`config.mk`:
```
export PLATFORM = sky130hd
export DESIGN_NAME = drive_fault_response
export DESIGN_NICKNAME = d
export VERILOG_FILES = /design/src/fault_resp_pkg.sv /design/src/drive_fault_response.sv
export SDC_FILE = /design/constraint.sdc
export NUM_CORES = 2
export LEC_CHECK = 0
export ABC_AREA = 1
export BUFFER_PORTS_ARGS = -buffer_cell sky130_fd_sc_hd__clkbuf_2
export CAP_MARGIN = 10
export CORE_MARGIN = 10
export CORE_UTILIZATION = 53
export DETAILED_ROUTE_END_ITERATION = 16
export PLACE_DENSITY = 0.69
export RECOVER_POWER = 50
export SLEW_MARGIN = 20
export SYNTH_ARGS = -nofsm -noshare
export SYNTH_HDL_FRONTEND = slang
export SYNTH_SLANG_ARGS = --single-unit
```
`constraint.sdc`:
```
create_clock -name core_clk -period 42 [get_ports core_clk]
set_input_delay 4.2 -clock core_clk [delete_from_list [all_inputs] [get_ports core_clk]]
set_output_delay 4.2 -clock core_clk [all_outputs]
set_load 0.01 [all_outputs]
```
`src/fault_resp_pkg.sv`:
```
// package: register map, field layout, reset values and timing of the fault response block
package fault_resp_pkg;
  // register byte addresses (byte address = offset)
  localparam logic [7:0] CTRL_OFS = 8'h00;
  localparam logic [7:0] SW_FREQ_OFS = 8'h04;
  localparam logic [7:0] LIMIT_DELAY_OFS = 8'h08;
  localparam logic [7:0] FB_LOW_OFS = 8'h0c;
  localparam logic [7:0] FB_HIGH_OFS = 8'h10;
  localparam logic [7:0] CURRENT_OFS = 8'h14;
  localparam logic [7:0] RATED_OFS = 8'h18;
  localparam logic [7:0] STATUS_OFS = 8'h1c;
  localparam logic [7:0] IRQ_STATUS_OFS = 8'h20;
  localparam logic [7:0] IRQ_CLEAR_OFS = 8'h24;
  localparam logic [7:0] IRQ_ENABLE_OFS = 8'h28;
  localparam logic [7:0] FB_SCALED_OFS = 8'h2c;
  // control register fields
  localparam int NOISE_LSB = 0;
  localparam int NO_LOAD_BIT = 2;
  localparam int MAINS_LSB = 3;
  localparam int OT_BIT = 5;
  localparam int TRIP_CLR_BIT = 8;
  // status register fields
  localparam int ST_TRIP_BIT = 0;
  localparam int ST_CAUSE_LSB = 1;
  localparam int ST_WARN_BIT = 4;
  localparam int ST_DERATE_BIT = 5;
  localparam int ST_OT_LSB = 6;
  localparam int ST_SW_LSB = 16;
  // selector encodings
  localparam logic [1:0] NOISE_ADAPTIVE = 2'h0;
  localparam logic [1:0] NOISE_FIXED = 2'h1;
  localparam logic [1:0] NOISE_FILTER = 2'h2;
  localparam logic NO_LOAD_TRIP = 1'h0;
  localparam logic NO_LOAD_WARN = 1'h1;
  localparam logic [1:0] MAINS_TRIP = 2'h0;
  localparam logic [1:0] MAINS_DERATE = 2'h1;
  localparam logic [1:0] MAINS_WARN = 2'h2;
  localparam logic OT_TRIP = 1'h0;
  localparam logic OT_DERATE = 1'h1;
  // trip causes
  localparam logic [2:0] CAUSE_NONE = 3'h0;
  localparam logic [2:0] CAUSE_NO_LOAD = 3'h1;
  localparam logic [2:0] CAUSE_MAINS = 3'h2;
  localparam logic [2:0] CAUSE_OVERTEMP = 3'h3;
  localparam logic [2:0] CAUSE_LIMIT = 3'h4;
  // interrupt bits
  localparam int IRQ_W = 5;
  localparam int IRQ_TRIP = 0;
  localparam int IRQ_NO_LOAD = 1;
  localparam int IRQ_MAINS = 2;
  localparam int IRQ_OVERTEMP = 3;
  localparam int IRQ_LIMIT = 4;
  // reset values
  localparam logic [15:0] SW_FREQ_RST = 16'h1194;
  localparam logic [5:0] LIMIT_DELAY_RST = 6'h3d;
  localparam logic [5:0] LIMIT_DELAY_OFF = 6'h3d;
  localparam logic signed [31:0] FB_LOW_RST = 32'sh0;
  localparam logic signed [31:0] FB_HIGH_RST = 32'sh000186a0;
  localparam logic [15:0] LIM_THR_RST = 16'hffff;
  localparam logic [15:0] LOW_THR_RST = 16'h0000;
  localparam logic [15:0] RATED_RST = 16'h03e8;
  // frequencies in Hz, percentages of current
  localparam logic [15:0] HSW_DERATE_HZ = 16'h1194;
  localparam logic [15:0] SW_FREQ_MIN_HZ = 16'h07d0;
  localparam logic [15:0] FREQ_DIV = 16'h000a;
  localparam logic [31:0] MAINS_DERATE_PCT = 32'h0000001e;
  localparam logic [31:0] HSW_DERATE_PCT = 32'h0000005a;
  localparam logic [15:0] OT_CAP_STEP = 16'h0032;
  localparam logic signed [63:0] FB_FULL = 64'sh0000000000000fff;
  // timing
  localparam int CLK_HZ = 200_000_000;
  localparam int SECOND_MS = 1000;
  localparam int TICK_CYCLES_DEF = CLK_HZ / 1000 * SECOND_MS;
  localparam int TICK_W = 28;
  localparam logic [3:0] MAINS_TRIP_S = 4'h3;

  typedef enum logic [1:0] {OT_NORMAL, OT_LOW_SW, OT_CURBACK} ot_state_t;

  typedef struct packed {
    logic [1:0] noise_sel;
    logic no_load_sel;
    logic [1:0] mains_sel;
    logic ot_sel;
    logic [15:0] sw_set;
    logic [5:0] limit_delay;
    logic signed [31:0] fb_low;
    logic signed [31:0] fb_high;
    logic [15:0] lim_thr;
    logic [15:0] low_thr;
    logic [15:0] rated;
    logic [IRQ_W-1:0] irq_stat;
    logic [IRQ_W-1:0] irq_en;
    logic [TICK_W-1:0] tick_cnt;
    logic [5:0] lim_secs;
    logic [3:0] mains_secs;
    ot_state_t ot;
    logic [15:0] ot_cap;
    logic tripped;
    logic [2:0] trip_cause;
    logic [15:0] sw_freq;
    logic [15:0] freq_out;
    logic [15:0] cur_cap;
    logic motor_stop;
    logic warning;
    logic alarm;
    logic derate;
    logic irq;
    logic [31:0] rd_data;
    logic signed [31:0] fb_scaled;
  } state_t;
endpackage

```
`src/drive_fault_response.sv`:
```
// drive fault response: switching policy, frequency clamp, protection responses, feedback scaling
//
// Design decisions made here: the plain strobed port and the register addresses.
`timescale 1ns/1ps
`default_nettype none

module drive_fault_response #(
  parameter int TICK_CYCLES = fault_resp_pkg::TICK_CYCLES_DEF
) (
  // clock and reset
  input wire logic core_clk,
  input wire logic srst,
  // register port
  input wire logic [7:0] reg_addr,
  input wire logic [31:0] reg_wdata,
  input wire logic reg_wr,
  input wire logic reg_rd,
  output logic [31:0] reg_rdata,
  // power stage and monitors
  input wire logic [15:0] out_current,
  input wire logic [15:0] freq_cmd,
  input wire logic mains_fault,
  input wire logic overtemp,
  input wire logic [11:0] feedback_raw,
  // drive commands and indications
  output logic [15:0] sw_freq,
  output logic [15:0] freq_out,
  output logic [15:0] cur_cap,
  output logic motor_stop,
  output logic warning,
  output logic alarm,
  output logic derate,
  output logic irq
);
  localparam int TICK_W = fault_resp_pkg::TICK_W;
  localparam int IRQ_W = fault_resp_pkg::IRQ_W;
  localparam logic [TICK_W-1:0] TICK_LAST = TICK_W'(TICK_CYCLES - 1);

  fault_resp_pkg::state_t s_reg;
  fault_resp_pkg::state_t s_next;

  logic tick;
  logic low_cur;
  logic at_limit;
  logic [15:0] sw_act;
  logic [15:0] cap_tmp;
  logic [15:0] mains_cap;
  logic [15:0] hsw_cap;
  logic lim_expire;
  logic mains_expire;
  logic [IRQ_W-1:0] ev;
  logic [IRQ_W-1:0] clr;
  logic signed [63:0] fb_prod;
  logic [2:0] cause;

  always_comb begin
    s_next = s_reg;
    tick = (s_reg.tick_cnt == TICK_LAST);
    low_cur = (out_current < s_reg.low_thr);
    at_limit = (out_current >= s_reg.lim_thr);
    clr = '0;
    ev = '0;
    cause = fault_resp_pkg::CAUSE_NONE;
    s_next.tick_cnt = tick ? '0 : s_reg.tick_cnt + 1'b1;

    // register writes
    if (reg_wr) begin
      case (reg_addr)
        fault_resp_pkg::CTRL_OFS: begin
          s_next.noise_sel = reg_wdata[fault_resp_pkg::NOISE_LSB +: 2];
          s_next.no_load_sel = reg_wdata[fault_resp_pkg::NO_LOAD_BIT];
          s_next.mains_sel = reg_wdata[fault_resp_pkg::MAINS_LSB +: 2];
          s_next.ot_sel = reg_wdata[fault_resp_pkg::OT_BIT];
          if (reg_wdata[fault_resp_pkg::TRIP_CLR_BIT]) begin
            s_next.tripped = 1'b0;
            s_next.trip_cause = fault_resp_pkg::CAUSE_NONE;
          end
        end
        fault_resp_pkg::SW_FREQ_OFS: s_next.sw_set = reg_wdata[15:0];
        fault_resp_pkg::LIMIT_DELAY_OFS: s_next.limit_delay = reg_wdata[5:0];
        fault_resp_pkg::FB_LOW_OFS: s_next.fb_low = reg_wdata;
        fault_resp_pkg::FB_HIGH_OFS: s_next.fb_high = reg_wdata;
        fault_resp_pkg::CURRENT_OFS: begin
          s_next.lim_thr = reg_wdata[15:0];
          s_next.low_thr = reg_wdata[31:16];
        end
        fault_resp_pkg::RATED_OFS: s_next.rated = reg_wdata[15:0];
        fault_resp_pkg::IRQ_CLEAR_OFS: clr = reg_wdata[IRQ_W-1:0];
        fault_resp_pkg::IRQ_ENABLE_OFS: s_next.irq_en = reg_wdata[IRQ_W-1:0];
        default: ;
      endcase
    end

    // current-limit cut-out timer
    if (!at_limit) begin
      s_next.lim_secs = '0;
    end else if (tick && s_reg.lim_secs != 6'h3f) begin
      s_next.lim_secs = s_reg.lim_secs + 1'b1;
    end
    lim_expire = at_limit && (s_reg.limit_delay != fault_resp_pkg::LIMIT_DELAY_OFF) &&
                 (s_reg.lim_secs >= s_reg.limit_delay);

    // mains failure timer
    if (!mains_fault) begin
      s_next.mains_secs = '0;
    end else if (tick && s_reg.mains_secs != 4'hf) begin
      s_next.mains_secs = s_reg.mains_secs + 1'b1;
    end
    mains_expire = mains_fault && (s_reg.mains_secs >= fault_resp_pkg::MAINS_TRIP_S);

    // overtemperature autoderate sequence
    case (s_reg.ot)
      fault_resp_pkg::OT_NORMAL: begin
        s_next.ot_cap = s_reg.lim_thr;
        if (overtemp && s_reg.ot_sel == fault_resp_pkg::OT_DERATE) begin
          s_next.ot = fault_resp_pkg::OT_LOW_SW;
        end
      end
      fault_resp_pkg::OT_LOW_SW: begin
        if (!overtemp || s_reg.ot_sel != fault_resp_pkg::OT_DERATE) begin
          s_next.ot = fault_resp_pkg::OT_NORMAL;
        end else if (tick) begin
          s_next.ot = fault_resp_pkg::OT_CURBACK;
        end
      end
      fault_resp_pkg::OT_CURBACK: begin
        if (!overtemp || s_reg.ot_sel != fault_resp_pkg::OT_DERATE) begin
          s_next.ot = fault_resp_pkg::OT_NORMAL;
        end else if (tick) begin
          s_next.ot_cap = (s_reg.ot_cap > fault_resp_pkg::OT_CAP_STEP) ?
                          s_reg.ot_cap - fault_resp_pkg::OT_CAP_STEP : '0;
        end
      end
      default: s_next.ot = fault_resp_pkg::OT_NORMAL;
    endcase

    // switching frequency policy
    sw_act = s_reg.sw_set;
    if (s_reg.ot == fault_resp_pkg::OT_LOW_SW || s_reg.ot == fault_resp_pkg::OT_CURBACK) begin
      if (s_reg.noise_sel != fault_resp_pkg::NOISE_FILTER && sw_act > fault_resp_pkg::SW_FREQ_MIN_HZ) begin
        sw_act = fault_resp_pkg::SW_FREQ_MIN_HZ;
      end
    end
    s_next.sw_freq = sw_act;
    s_next.freq_out = (freq_cmd > sw_act / fault_resp_pkg::FREQ_DIV) ?
                      sw_act / fault_resp_pkg::FREQ_DIV : freq_cmd;

    // current capability
    mains_cap = 16'(32'(s_reg.rated) * fault_resp_pkg::MAINS_DERATE_PCT / 32'h64);
    hsw_cap = 16'(32'(s_reg.lim_thr) * fault_resp_pkg::HSW_DERATE_PCT / 32'h64);
    cap_tmp = s_reg.lim_thr;
    s_next.derate = 1'b0;
    if (s_reg.noise_sel != fault_resp_pkg::NOISE_ADAPTIVE && sw_act > fault_resp_pkg::HSW_DERATE_HZ) begin
      cap_tmp = hsw_cap;
      s_next.derate = 1'b1;
    end
    if (mains_fault && s_reg.mains_sel == fault_resp_pkg::MAINS_DERATE && mains_cap < cap_tmp) begin
      cap_tmp = mains_cap;
    end
    if (s_reg.ot == fault_resp_pkg::OT_CURBACK && s_reg.ot_cap < cap_tmp) begin
      cap_tmp = s_reg.ot_cap;
    end
    if ((mains_fault && s_reg.mains_sel == fault_resp_pkg::MAINS_DERATE) ||
        s_reg.ot != fault_resp_pkg::OT_NORMAL) begin
      s_next.derate = 1'b1;
    end
    s_next.cur_cap = cap_tmp;

    // trip decisions, first cause kept until cleared
    if (low_cur && s_reg.no_load_sel == fault_resp_pkg::NO_LOAD_TRIP) begin
      cause = fault_resp_pkg::CAUSE_NO_LOAD;
    end else if (mains_expire && s_reg.mains_sel == fault_resp_pkg::MAINS_TRIP) begin
      cause = fault_resp_pkg::CAUSE_MAINS;
    end else if (overtemp && s_reg.ot_sel == fault_resp_pkg::OT_TRIP) begin
      cause = fault_resp_pkg::CAUSE_OVERTEMP;
    end else if (lim_expire) begin
      cause = fault_resp_pkg::CAUSE_LIMIT;
    end
    if (cause != fault_resp_pkg::CAUSE_NONE && !s_reg.tripped) begin
      s_next.tripped = 1'b1;
      s_next.trip_cause = cause;
    end
    s_next.motor_stop = s_next.tripped;
    s_next.alarm = s_next.tripped;
    s_next.warning = (low_cur && s_reg.no_load_sel == fault_resp_pkg::NO_LOAD_WARN) ||
                     (mains_fault && s_reg.mains_sel != fault_resp_pkg::MAINS_TRIP) ||
                     (s_reg.ot != fault_resp_pkg::OT_NORMAL);

    // interrupt events: set wins over clear
    ev[fault_resp_pkg::IRQ_TRIP] = s_next.tripped && !s_reg.tripped;
    ev[fault_resp_pkg::IRQ_NO_LOAD] = low_cur;
    ev[fault_resp_pkg::IRQ_MAINS] = mains_fault;
    ev[fault_resp_pkg::IRQ_OVERTEMP] = overtemp;
    ev[fault_resp_pkg::IRQ_LIMIT] = lim_expire;
    s_next.irq_stat = (s_reg.irq_stat & ~clr) | ev;
    s_next.irq = |(s_next.irq_stat & s_next.irq_en);

    // feedback scaling, fb_low at raw 0 up to fb_high at raw full scale
    fb_prod = 64'(s_reg.fb_high - s_reg.fb_low) * 64'(feedback_raw);
    s_next.fb_scaled = s_reg.fb_low + 32'(fb_prod / fault_resp_pkg::FB_FULL);

    // read data, one cycle after the strobe
    s_next.rd_data = '0;
    if (reg_rd) begin
      case (reg_addr)
        fault_resp_pkg::CTRL_OFS: s_next.rd_data = {26'h0, s_reg.ot_sel, s_reg.mains_sel,
                                                    s_reg.no_load_sel, s_reg.noise_sel};
        fault_resp_pkg::SW_FREQ_OFS: s_next.rd_data = {16'h0, s_reg.sw_set};
        fault_resp_pkg::LIMIT_DELAY_OFS: s_next.rd_data = {26'h0, s_reg.limit_delay};
        fault_resp_pkg::FB_LOW_OFS: s_next.rd_data = s_reg.fb_low;
        fault_resp_pkg::FB_HIGH_OFS: s_next.rd_data = s_reg.fb_high;
        fault_resp_pkg::CURRENT_OFS: s_next.rd_data = {s_reg.low_thr, s_reg.lim_thr};
        fault_resp_pkg::RATED_OFS: s_next.rd_data = {16'h0, s_reg.rated};
        fault_resp_pkg::STATUS_OFS: begin
          s_next.rd_data[fault_resp_pkg::ST_TRIP_BIT] = s_reg.tripped;
          s_next.rd_data[fault_resp_pkg::ST_CAUSE_LSB +: 3] = s_reg.trip_cause;
          s_next.rd_data[fault_resp_pkg::ST_WARN_BIT] = s_reg.warning;
          s_next.rd_data[fault_resp_pkg::ST_DERATE_BIT] = s_reg.derate;
          s_next.rd_data[fault_resp_pkg::ST_OT_LSB +: 2] = s_reg.ot;
          s_next.rd_data[fault_resp_pkg::ST_SW_LSB +: 16] = s_reg.sw_freq;
        end
        fault_resp_pkg::IRQ_STATUS_OFS: s_next.rd_data = {27'h0, s_reg.irq_stat};
        fault_resp_pkg::IRQ_ENABLE_OFS: s_next.rd_data = {27'h0, s_reg.irq_en};
        fault_resp_pkg::FB_SCALED_OFS: s_next.rd_data = s_reg.fb_scaled;
        default: s_next.rd_data = '0;
      endcase
    end
  end

  always_ff @(posedge core_clk) begin
    if (srst) begin
      s_reg <= '0;
      s_reg.no_load_sel <= fault_resp_pkg::NO_LOAD_WARN;
      s_reg.sw_set <= fault_resp_pkg::SW_FREQ_RST;
      s_reg.limit_delay <= fault_resp_pkg::LIMIT_DELAY_RST;
      s_reg.fb_low <= fault_resp_pkg::FB_LOW_RST;
      s_reg.fb_high <= fault_resp_pkg::FB_HIGH_RST;
      s_reg.lim_thr <= fault_resp_pkg::LIM_THR_RST;
      s_reg.low_thr <= fault_resp_pkg::LOW_THR_RST;
      s_reg.rated <= fault_resp_pkg::RATED_RST;
      s_reg.ot <= fault_resp_pkg::OT_NORMAL;
    end else begin
      s_reg <= s_next;
    end
  end

  assign reg_rdata = s_reg.rd_data;
  assign sw_freq = s_reg.sw_freq;
  assign freq_out = s_reg.freq_out;
  assign cur_cap = s_reg.cur_cap;
  assign motor_stop = s_reg.motor_stop;
  assign warning = s_reg.warning;
  assign alarm = s_reg.alarm;
  assign derate = s_reg.derate;
  assign irq = s_reg.irq;
endmodule

`default_nettype wire

```
==> key figures <==
STA
  – F_max: approximately 25 MHz
  – Clock skew: between 0.03 and 0.04 ns
  – Max Slew Vio Count: 128
  – Slew @ Worst Pin: 3.09 ns
  – Fin. Hold Viols: 0
  – Slew headroom: -106%
  – Setup-failing EPs final: 0
  – Fin Setup TNS: 0 ns
  – Post-route setup slack: around 2.3 ns
  – Final Critical Period: slightly below 40 ns
  – Tcrit/Tclk final: between 90% and 100%

Worst setup path
  – Setup Crit Path Kind: in2reg
  – R2R depth: 327
  – Startpoint Class: primary input
  – Critical Path RT: 42.48 ns
  – FF-to-FF Start: s_reg[235]
  – Cell seen most often among critical-path stages: nand2_1
  – Element type at the critical path end: flop
  – R2R setup slack: 2.29 ns
  – Highest fanout seen on the critical path: 11
  – Max stage delay on crit path: 0.60 ns
  – Slowest-stage cell, CP: fa_1
  – Critical path data arrival time: 40.19 ns
  – Reg2reg end: s_reg[31]

Yosys
  – Yosys warns: 0
  – Post-Synth Simple-Gate Area: 41.3%
  – Area contributors post-synth: nand2_1, fa_1, dfxtp_1
  – Async SR Flop Fraction: 0%
  – Seq/Total Area, Yosys: 10.2%
  – Yosys top cell by area: nand2_1
  – Post-Synth Adder-Cell Area: 18.9%
  – XOR/XNOR Fraction of Synth Area: 4.08%
  – Multiplexer area fraction after synthesis: 0%
  – Main combinational cell family by area after synthesis: simple AND/OR/NAND/NOR gates
  – Avg Cell Area, Syn: 6.49 um2
  – Register bit total from synthesis: 325
  – Post-synth top area share: about an eighth
  – Compound-Gate Fraction of Synth Area: 11.1%
  – Post-synth EDFFs: 0
  – Count of cell types in the netlist: 100
  – Cell count after synthesis: around 9900
  – Main synth FF type: dfxtp_1
  – Synth Cell Area: 0.0641 mm2

Drt
  – WL/cell: 18.3 um
  – Final WL: 216 mm
  – Post-DRT Antenna Nets: 0
  – Vias: approximately 65000
  – Drt pass-1 iters: 8
  – Initial detailed-routing violation count: between 5000 and 6000
  – Via density: 5.49
  – Residual DRC count: 0

Floorplan
  – Die area: approximately 0.14 mm2
  – Initial Util: 53.4%
  – Chip width: 368 um
  – Num rows: around 130
  – I/O Pins: 175
  – Floorplan Core Area: 0.120 mm2
  – Die Ht: 368 um

Placed design
  – Gp weighted congestion: 1.02
  – Buffers added on ports: about 170
  – Hpwl dp: 177 mm
  – Area after DPL: 0.0664 mm2
  – Pre-CTS WS: -0.714 ns

Hold path
  – Hold depth: 2
  – Hold endpoint: s_reg[152]
  – Hold Crit Start: s_reg[152]
  – Hold crit path type: reg2reg

Clocking
  – CTS root buf: clkbuf_16
  – Skew-Pair Late Insertion Delay: ~0.6 ns
  – H-tree depth: 2
  – Hold_buf cts: 0
  – CTS tree: done
  – Clk buf depth: 3
  – CTS Sinks: 325
  – Total CTS buffers: 39
  – Reg clk slew, reported paths: 0.07 ns

Finish
  – Share of layout cells above drive strength 1: 20.6%
  – Final cell area excluding filler cells: 0.0712 mm2
  – Final nets: 10982
  – Max reg flops: 241
  – Area Growth Syn to Fin: 11.1%
  – Fillers: approximately 12000
  – Util after Layout: 59.4%

Global routing
  – First-pass GRT wire length: 331 mm
  – GRT Util Overall: 29.9%
  – GR Overflow Total: 0
  – Initial antenna violation count: 22
  – Vias in the first global route: around 60000
  – Largest net degree at the start of global routing: 91

Flow run
  – # Max-Cap Violations: 3

Run status
  – Status: finished, violations left
  – Failing checks: max-capacitance violations, max-slew violations
per-stage QoR:
stage	hold slack (ns)	instances
6_report	0.464	11820
4_1_cts	0.469	11638
3_3_place_gp	0.444	11564
2_1_floorplan	0.430	9871
5_1_grt	0.483	11814
3_5_place_dp	0.459	11564
final cells by class:
class | instances | area, um2 | share of cell area, %
clock buffer | 49 | 1070 | 1.51
clock inverter | 22 | 309 | 0.434
inverter | 1856 | 7220 | 10.1
tap | 1612 | 2020 | 2.83
multi-input combinational | 7436 | 50600 | 71.0
sequential | 325 | 6520 | 9.16
timing repair inverter | 1 | 7.51 | 0.0105
antenna | 11 | 27.5 | 0.0387
timing repair buffer | 508 | 3450 | 4.84
Yosys cell counts (69+ instances only):
cell / instances
inv_2: 86
nor3_1: 104
xor2_1: 230
nand2_4: 251
nor2_1: 974
dfxtp_1: 325
a21oi_1: 374
fa_1: 405
nand3_1: 604
buf_4: 86
nand4_1: 141
inv_1: 1688
ha_1: 320
clkbuf_1: 127
o21ai_1: 69
nand3_2: 109
nor2_2: 173
nand2_1: 2184
o21ai_0: 390
nand2_2: 413
layout by cell type, fill, tap and decap left out, types with 141 or more instances in the layout:
cell / Yosys / routed
ha_1: 320 / 298
buf_4: 86 / 310
nand4_1: 141 / 141
nand2_2: 413 / 436
nand2_4: 251 / 265
nand3_2: 109 / 148
o21ai_0: 390 / 369
nor2_1: 974 / 893
nand3_1: 604 / 540
xor2_1: 230 / 226
dfxtp_1: 325 / 320
fa_1: 405 / 400
nor2_2: 173 / 190
a21oi_1: 374 / 350
inv_1: 1688 / 1676
nand2_1: 2184 / 2147
cells by family after synthesis:
group                    count (synthesis)
adder cells (fa/ha/maj)                725
AND/OR/NAND/NOR                       5195
flip-flops                             325
AO/OA/AOI/OAI                         1195
XOR/XNOR                               293
other                                    1
buffers and inverters                 2135
worst max-delay path: cells and delay by family:
family                     cells  cell delay, ns
buffers and inverters         44            4.65
and+or+nand+nor              223           23.89
xor gates and xnor gates       2            0.36
adders and majority gates     10            3.97
AOI/OAI and AO/OA             21            2.98
repair_timing:
action | CTS | global route
pin swaps | 2 | 175
gates resized for setup | 17 | 469
gates cloned | 0 | 28
setup endpoints to repair | 6 | 29
setup buffers | 3 | 143
metal layers:
| metal | up-vias | share of wire, % | track usage (%) |
|---|---|---|---|
| met1 | 30478 | 42 | 38.6 |
| met4 | 18 | 4.8 | 12.4 |
| met5 | - | 0.055 | 0 |
| li1 | 31569 | - | - |
| met2 | 2281 | 46 | 49.6 |
| met3 | 489 | 7.3 | 4.42 |
how the worst max path moves through the flow:
stage | to | cells past startpoint | start
after floorplan | s_reg[31] | 306 | feedback_raw[2]
after global placement | s_reg[31] | 320 | s_reg[269]
after detailed placement | s_reg[31] | 318 | s_reg[269]
after CTS | s_reg[31] | 314 | s_reg[235]
after global routing | s_reg[31] | 325 | s_reg[235]
final | s_reg[31] | 300 | feedback_raw[3]
Power is not shown: default switching activity piles up to over one toggle a cycle in this logic, so the estimate is an artifact.
